**src/etr_map.vh**
```
// register indices, field positions and reset values of the event readout
// assumes inclusion by bare name from the design files
`ifndef ETR_MAP_VH
`define ETR_MAP_VH

// register indices, byte address is four times the index
`define ETR_IDX_STATUS    8'h1E
`define ETR_IDX_DATA      8'h1F
`define ETR_IDX_CTRL      8'h20
`define ETR_IDX_INT_STS   8'h21
`define ETR_IDX_INT_MASK  8'h22

// control register fields
`define ETR_CTRL_RISE     7:0
`define ETR_CTRL_FALL     15:8
`define ETR_CTRL_RST      16'h0000

// interrupt status and mask fields
`define ETR_INT_CAPT      0
`define ETR_INT_DROP      1
`define ETR_INT_RST       2'h0

// queue geometry
`define ETR_QPTR_W        3
`define ETR_QDEPTH        4
`define ETR_ENTRY_W       88

// queue entry fields
`define ETR_E_NS          29:0
`define ETR_E_SEC         61:30
`define ETR_E_DET         69:62
`define ETR_E_DIR         77:70
`define ETR_E_MULT        78
`define ETR_E_NUM         81:79
`define ETR_E_RF          82
`define ETR_E_LEN         84:83
`define ETR_E_MISS        87:85

`define ETR_MISS_MAX      3'h7

`endif

```
**src/etr_edge.v**
```verilog
// edge detector for one event input with separate rise and fall enables
// assumes the input is already synchronous to pclk
`timescale 1ns/100ps
`default_nettype none

module etr_edge
(
    input  wire pclk,
    input  wire presetn,
    input  wire pin,
    input  wire rise_en,
    input  wire fall_en,
    output wire rise,
    output wire fall
);

    reg prev_r;

    always @(posedge pclk or negedge presetn)
    begin
        if (!presetn)
            prev_r <= 1'b0;
        else
            prev_r <= pin;
    end

    assign rise = rise_en & pin & ~prev_r;
    assign fall = fall_en & ~pin & prev_r;

endmodule

`default_nettype wire

```
**src/etr_info.v**
```verilog
// status fields of a new capture: lowest input, its direction,
// multiple-capture flag and index of the highest changed word above the low nanoseconds word
// assumes det is nonzero whenever the result is used
`timescale 1ns/100ps
`default_nettype none

module etr_info
(
    input  wire [7:0]  det,
    input  wire [7:0]  dir,
    input  wire [29:0] ns,
    input  wire [31:0] sec,
    input  wire [29:0] last_ns,
    input  wire [31:0] last_sec,
    output reg  [2:0]  num,
    output wire        rf,
    output wire        mult,
    output reg  [1:0]  len
);

    integer i;

    always @*
    begin
        num = 3'h0;
        for (i = 7; i >= 0; i = i - 1)
            if (det[i])
                num = i[2:0];
    end

    assign rf = dir[num];
    // more than one bit set
    assign mult = |(det & (det - 8'h01));

    // highest word that differs, counted from the low nanoseconds word as 0
    always @*
    begin
        if (sec[31:16] != last_sec[31:16])
            len = 2'h3;
        else if (sec[15:0] != last_sec[15:0])
            len = 2'h2;
        else if (ns[29:16] != last_ns[29:16])
            len = 2'h1;
        else
            len = 2'h0;
    end

endmodule

`default_nettype wire

```
**src/etr_readout.v**
```verilog
// event timestamp capture queue with status and data readout over APB
// assumes event inputs and the time inputs are synchronous to pclk
//
// Chosen here: the APB register port.
`timescale 1ns/100ps
`default_nettype none
`include "etr_map.vh"

module etr_readout
(
    input  wire        pclk,
    input  wire        presetn,
    input  wire        psel,
    input  wire        penable,
    input  wire        pwrite,
    input  wire [11:0] paddr,
    input  wire [31:0] pwdata,
    output reg  [31:0] prdata,
    output reg         pready,
    output reg         pslverr,
    output reg         irq,
    input  wire [7:0]  evt_in,
    input  wire [29:0] time_ns,
    input  wire [31:0] time_sec
);

    // readout steps, one-hot
    localparam [4:0] ST_EXT = 5'h01;
    localparam [4:0] ST_NSL = 5'h02;
    localparam [4:0] ST_NSH = 5'h04;
    localparam [4:0] ST_SL  = 5'h08;
    localparam [4:0] ST_SH  = 5'h10;

    reg  [15:0]             ctrl_r;
    reg  [1:0]              int_sts_r;
    reg  [1:0]              int_sts_nxt;
    reg  [1:0]              int_mask_r;
    reg  [1:0]              int_mask_nxt;
    reg  [`ETR_ENTRY_W-1:0] q_mem [0:`ETR_QDEPTH-1];
    reg  [`ETR_QPTR_W-1:0]  wr_ptr_r;
    reg  [`ETR_QPTR_W-1:0]  rd_ptr_r;
    reg  [`ETR_ENTRY_W-1:0] cur_r;
    reg                     cur_valid_r;
    reg  [4:0]              state_r;
    reg  [4:0]              state_nxt;
    reg  [2:0]              miss_r;
    reg  [29:0]             last_ns_r;
    reg  [31:0]             last_sec_r;
    reg  [15:0]             data_word;
    reg  [31:0]             rdata_nxt;
    reg                     mapped;

    wire [7:0]              rise_w;
    wire [7:0]              fall_w;
    wire [7:0]              det_w;
    wire [2:0]              num_w;
    wire                    rf_w;
    wire                    mult_w;
    wire [1:0]              len_w;
    wire [`ETR_ENTRY_W-1:0] new_entry;
    wire [`ETR_ENTRY_W-1:0] head;
    wire                    empty;
    wire                    full;
    wire                    any_w;
    wire                    push;
    wire                    drop;
    wire                    acc;
    wire                    rd;
    wire                    wr;
    wire [7:0]              idx;
    wire                    rd_sts;
    wire                    rd_data;
    wire                    rd_int;
    wire [15:0]             sts_word;
    wire [15:0]             ext_word;
    wire [29:0]             cur_ns;
    wire [31:0]             cur_sec;
    wire [7:0]              cur_det;
    wire [7:0]              cur_dir;
    wire                    in_page;
    wire                    hit_sts;
    wire                    hit_data;
    wire                    hit_ctrl;
    wire                    hit_int;
    wire                    hit_mask;

    genvar g;

    // one edge detector per event input
    generate
        for (g = 0; g < 8; g = g + 1)
        begin : g_edge
            etr_edge u_edge
            (
                .pclk    (pclk),
                .presetn (presetn),
                .pin     (evt_in[g]),
                .rise_en (ctrl_r[g]),
                .fall_en (ctrl_r[g+8]),
                .rise    (rise_w[g]),
                .fall    (fall_w[g])
            );
            // pair layout: seen on even bit, direction on odd bit
            assign ext_word[2*g]   = cur_det[g];
            assign ext_word[2*g+1] = cur_dir[g];
        end
    endgenerate

    // fields of the entry being read out
    assign cur_ns  = cur_r[`ETR_E_NS];
    assign cur_sec = cur_r[`ETR_E_SEC];
    assign cur_det = cur_r[`ETR_E_DET];
    assign cur_dir = cur_r[`ETR_E_DIR];

    assign det_w = rise_w | fall_w;
    assign any_w = |det_w;

    etr_info u_info
    (
        .det      (det_w),
        .dir      (rise_w),
        .ns       (time_ns),
        .sec      (time_sec),
        .last_ns  (last_ns_r),
        .last_sec (last_sec_r),
        .num      (num_w),
        .rf       (rf_w),
        .mult     (mult_w),
        .len      (len_w)
    );

    // entry layout follows the field map of the header
    assign new_entry = {miss_r, len_w, rf_w, num_w, mult_w,
                        rise_w, det_w, time_sec, time_ns};

    // queue pointers carry one wrap bit
    assign empty = (wr_ptr_r == rd_ptr_r);
    assign full  = ((wr_ptr_r ^ rd_ptr_r) == 3'h4);
    assign push  = any_w & ~full;
    assign drop  = any_w & full;
    assign head  = q_mem[rd_ptr_r[1:0]];

    // bus decode, one wait state before pready
    assign acc     = psel & penable & ~pready;
    assign rd      = acc & ~pwrite;
    assign wr      = acc & pwrite;
    assign idx      = paddr[9:2];
    assign in_page  = (paddr[11:10] == 2'h0);
    assign hit_sts  = in_page & (idx == `ETR_IDX_STATUS);
    assign hit_data = in_page & (idx == `ETR_IDX_DATA);
    assign hit_ctrl = in_page & (idx == `ETR_IDX_CTRL);
    assign hit_int  = in_page & (idx == `ETR_IDX_INT_STS);
    assign hit_mask = in_page & (idx == `ETR_IDX_INT_MASK);
    assign rd_sts   = rd & hit_sts;
    assign rd_data  = rd & hit_data;
    assign rd_int   = rd & hit_int;

    // status of the head entry, zero when nothing waits
    assign sts_word = empty ? 16'h0000 :
                      {5'h00, head[`ETR_E_MISS], head[`ETR_E_LEN],
                       head[`ETR_E_RF], head[`ETR_E_NUM],
                       head[`ETR_E_MULT], 1'b1};

    always @*
    begin
        mapped = hit_sts | hit_data | hit_ctrl | hit_int | hit_mask;
    end

    // data word of the current entry and the step that follows it
    always @*
    begin
        data_word = 16'h0000;
        state_nxt = state_r;
        case (state_r)
            ST_EXT:
            begin
                data_word = ext_word;
                state_nxt = ST_NSL;
            end
            ST_NSL:
            begin
                data_word = cur_ns[15:0];
                state_nxt = ST_NSH;
            end
            ST_NSH:
            begin
                data_word = {2'h0, cur_ns[29:16]};
                state_nxt = ST_SL;
            end
            ST_SL:
            begin
                data_word = cur_sec[15:0];
                state_nxt = ST_SH;
            end
            ST_SH:
            begin
                data_word = cur_sec[31:16];
                state_nxt = ST_NSL;
            end
            default:
            begin
                data_word = 16'h0000;
                state_nxt = ST_NSL;
            end
        endcase
        if (!cur_valid_r)
            data_word = 16'h0000;
    end

    always @*
    begin
        rdata_nxt = 32'h0000_0000;
        if (paddr[11:10] == 2'h0)
        begin
            case (idx)
                `ETR_IDX_STATUS:   rdata_nxt = {16'h0000, sts_word};
                `ETR_IDX_DATA:     rdata_nxt = {16'h0000, data_word};
                `ETR_IDX_CTRL:     rdata_nxt = {16'h0000, ctrl_r};
                `ETR_IDX_INT_STS:  rdata_nxt = {30'h0, int_sts_r};
                `ETR_IDX_INT_MASK: rdata_nxt = {30'h0, int_mask_r};
                default:           rdata_nxt = 32'h0000_0000;
            endcase
        end
    end

    // a new event wins over the clear by read
    always @*
    begin
        int_sts_nxt = rd_int ? 2'h0 : int_sts_r;
        int_sts_nxt[`ETR_INT_CAPT] = int_sts_nxt[`ETR_INT_CAPT] | push;
        int_sts_nxt[`ETR_INT_DROP] = int_sts_nxt[`ETR_INT_DROP] | drop;
        int_mask_nxt = int_mask_r;
        if (wr && hit_mask)
            int_mask_nxt = pwdata[1:0];
    end

    // bus answers and registers, every output straight from a flop
    always @(posedge pclk or negedge presetn)
    begin
        if (!presetn)
        begin
            prdata     <= 32'h0000_0000;
            pready     <= 1'b0;
            pslverr    <= 1'b0;
            irq        <= 1'b0;
            ctrl_r     <= `ETR_CTRL_RST;
            int_sts_r  <= `ETR_INT_RST;
            int_mask_r <= `ETR_INT_RST;
        end
        else
        begin
            pready     <= acc;
            pslverr    <= acc & ~mapped;
            prdata     <= rd ? rdata_nxt : 32'h0000_0000;
            int_sts_r  <= int_sts_nxt;
            int_mask_r <= int_mask_nxt;
            irq        <= |(int_sts_nxt & int_mask_nxt);
            if (wr && hit_ctrl)
                ctrl_r <= pwdata[15:0];
        end
    end

    // queue storage, no reset needed on the data words
    always @(posedge pclk)
    begin
        if (push)
            q_mem[wr_ptr_r[1:0]] <= new_entry;
    end

    always @(posedge pclk or negedge presetn)
    begin
        if (!presetn)
        begin
            wr_ptr_r   <= 3'h0;
            miss_r     <= 3'h0;
            last_ns_r  <= 30'h0;
            last_sec_r <= 32'h0;
        end
        else
        begin
            if (push)
            begin
                wr_ptr_r   <= wr_ptr_r + 3'h1;
                miss_r     <= 3'h0;
                last_ns_r  <= time_ns;
                last_sec_r <= time_sec;
            end
            else if (drop && (miss_r != `ETR_MISS_MAX))
                miss_r <= miss_r + 3'h1;
        end
    end

    // status read moves the head into the readout slot
    // a status read on an empty queue also clears the slot,
    // so stale time never reads back as valid
    always @(posedge pclk or negedge presetn)
    begin
        if (!presetn)
        begin
            rd_ptr_r    <= 3'h0;
            cur_r       <= {`ETR_ENTRY_W{1'b0}};
            cur_valid_r <= 1'b0;
            state_r     <= ST_NSL;
        end
        else if (rd_sts)
        begin
            if (!empty)
            begin
                rd_ptr_r    <= rd_ptr_r + 3'h1;
                cur_r       <= head;
                cur_valid_r <= 1'b1;
                state_r     <= head[`ETR_E_MULT] ? ST_EXT :
                               ST_NSL;
            end
            else
            begin
                cur_r       <= {`ETR_ENTRY_W{1'b0}};
                cur_valid_r <= 1'b0;
                state_r     <= ST_NSL;
            end
        end
        // only data reads step the sequence
        else if (rd_data)
            state_r <= state_nxt;
    end

endmodule

`default_nettype wire

```
**config.mk**
```make
export PLATFORM = sky130hd
export DESIGN_NAME = etr_readout
export DESIGN_NICKNAME = d
export VERILOG_FILES = /design/src/etr_edge.v /design/src/etr_info.v /design/src/etr_readout.v
export VERILOG_INCLUDE_DIRS = /design/src
export SDC_FILE = /design/constraint.sdc
export NUM_CORES = 1
export LEC_CHECK = 0
export BUFFER_PORTS_ARGS = -buffer_cell sky130_fd_sc_hd__buf_2
export CORE_MARGIN = 2
export CORE_UTILIZATION = 60
export DETAILED_ROUTE_END_ITERATION = 10
export MAX_ROUTING_LAYER = met4
export PLACE_DENSITY = 0.77
export SLEW_MARGIN = 40
export SYNTH_ARGS = -nofsm -noshare
export SYNTH_HDL_FRONTEND = slang
export SYNTH_HIERARCHICAL = 1
export SYNTH_SLANG_ARGS = --single-unit
```
**constraint.sdc**
```tcl
create_clock -name pclk -period 11.65 [get_ports pclk]
set_clock_uncertainty 0.05 [all_clocks]
set_input_delay 1.165 -clock pclk [delete_from_list [all_inputs] [get_ports pclk]]
set_output_delay 1.165 -clock pclk [all_outputs]
set_load 0.005 [all_outputs]
```
==> impl_metrics.toml <==
[outcome]
outcome = "finished, final reports clean"

[cts]
cts_tree = "done"
clk_latency_ns = 0.58
cts_resized = 0
cts.sinks = 538
clock_path_buffers = 3
clockRootBuffer = "clkbuf_16"
cts_buffers = 53
path_clk_slew_ns = 0.06
post-cts-setup-buffers = 0
h-tree-depth = 2
postCtsHoldBufs = 0

[worst_setup_path]
rr_startpoint = "g_edge[6].u_edge/prev_r$_DFF_PN0_"
r2r_end = "q_mem[3][31]$_DFFE_PP_"
r2r_cells = 8
crit_top_cell = "buf_4"
end_kind = "flip-flop"
cp-start-kind = "input pin"
reg2reg_slack_ns = 7.81
path_class = "in -> reg"
slowest_delay_ns = 0.77
cp_cell_sequence = "buf_2, and3b_1, or2_0, or4_4, o21bai_4, buf_6, nor2_4, buf_4, buf_4"
path_max_fanout = 56
cp_slowest_cell = "buf_4"
required_ns = 11.80
critPathArrivalTime_ns = 4.31

[worst_hold_path]
min_delay_path_depth = 1
min_path_type = "reg -> reg"
holdPathEnd = "wr_ptr_r[2]$_DFFE_PN0P_"
min_from = "wr_ptr_r[2]$_DFFE_PN0P_"

[global_routing]
grt_max_degree = 114
grt_antenna_before_repair = 2
grt_pass1_vias = 11435
track_usage_pct = 25.9
grt_pass1_wl_mm = 69.4
grt_overflow_total = 0

[place]
port-buffer-count = 119
dp_cells = 1735
gp_congestion = 0.906
place_hpwl_mm = 28.5
dpl_cell_area_um2 = 22600

[finish]
final_area_um2 = 24400
num-nets-final = 1455
area_growth_pct = 13.5
layout-drive-gt1-share_pct = 29.5
instances_no_fill = 1837

[power]
finalPower_mw = 3.93
power_density_nw_per_um2 = 161
ir_drop_mv = 0.137
leakagePower_nw = 9.36

[route]
drt_iter0_drc = 1081
vias = 11539
routed_wirelength_mm = 45.8
drt.antenna.violating_nets = 0
viasPerCell = 6.28
drc_errors = 0
firstDrtPassIters = 8
wl_per_cell_um = 25.0

[synthesis]
postSynthAreaPerCell_um2 = 17.9
syn-cell-area_um2 = 21500
yosysWarnings = 6
syn_inst = 1199

[floorplan]
fp.coreArea_um2 = 35400
design.die.area_um2 = 37300
row_count = 69
ios = 154
initial_core_util_pct = 60.7
die_h_um = 193
die-width_um = 193

[sta]
worst_slew_margin_rel_pct = 44.0
period_share_pct = 35.7
period_minus_slack_ns = 4.16
hold_viol = 0
tightest_slew_ns = 0.840
setup_viol = 0
slew_viol_final = 0
rsz0062_at_grt = "false"
fmax_mhz = 241
finalSetupTns_ns = 0

[run]
drv_cap = 0
[sequential cells by signal, indices dropped and copies added, names as in the netlist, 5 cells and up]
register              flops
ctrl_r                   16
cur_r                    78
g_edge.u_edge/prev_r      8
last_ns_r                14
last_sec_r               32
prdata                   16
q_mem                   352
state_r                   5
[critical path: cells and delay by family]
family                 cells  cell delay (ns)
and+or+nand+nor            4             1.31
AOI/OAI and AO/OA          1             0.07
buffers and inverters      4             1.68
[stage by stage]
stage / hold WS, ns / worst slack (ns) / util (%)
floorplan: 0.400 / 5.07 / -
global placement: 0.411 / 6.53 / 63.5
detailed placement: 0.434 / 6.79 / 63.9
CTS: 0.447 / 7.37 / 68.9
global route: 0.469 / 7.30 / 68.9
finish: 0.444 / 7.49 / 68.9
[placed cells by master (no fill, tap or decap), types with 8 or more instances in the layout]
cell type  count
nand4_1        9
nor2_1        17
a22o_1        92
buf_4         10
nand2b_1      13
xnor2_1       37
xor2_1        16
a22oi_1       30
and3b_1       16
conb_1        16
mux2_2        67
mux4_2        88
nand2_1       27
clkbuf_16     55
dfrtp_1      183
o21ai_0       11
buf_2        118
edfxtp_1     352
inv_1         15
a21o_1        13
clkbuf_8       8
a21oi_1       17
clkinv_1       9
clkbuf_1      13
a31oi_1       11
[worst max path at each step]
stage / endpoint / cells after the start / startpoint / slack, ns
floorplan: q_mem[3][0]$_DFFE_PP_ / 7 / evt_in[6] / 5.07
global placement: q_mem[0][33]$_DFFE_PP_ / 8 / evt_in[6] / 6.53
detailed placement: q_mem[3][33]$_DFFE_PP_ / 9 / evt_in[6] / 6.79
CTS: q_mem[3][31]$_DFFE_PP_ / 9 / evt_in[6] / 7.37
global route: q_mem[3][31]$_DFFE_PP_ / 9 / evt_in[6] / 7.30
finish: q_mem[3][31]$_DFFE_PP_ / 9 / evt_in[6] / 7.49
[power breakdown]
part / total (mW) / internal, mW / leakage, nW / switching (mW)
Sequential: 2.10 / 2.07 / 5.93 / 0.0269
Clock: 1.67 / 0.973 / 0.844 / 0.702
Combinational: 0.152 / 0.0729 / 2.58 / 0.0792
[per-layer routing]
metal / GRT usage, % / wire [um]
met1: 36.3 / 18700
met2: 40.3 / 22400
met3: 4.34 / 3620
met4: 6.82 / 1120
met5: - / 0
[cell type report]
type | instances | area (um^2)
diodes | 2 | 5.00
clock buffers | 75 | 1510
clock inverters | 25 | 226
fillers | 2247 | 11000
inverters | 15 | 56.3
multi-input cells | 580 | 5890
flip-flops and latches | 538 | 15200
well taps | 461 | 577
repair buffers | 141 | 886
Power figures use the tool's default switching activity.
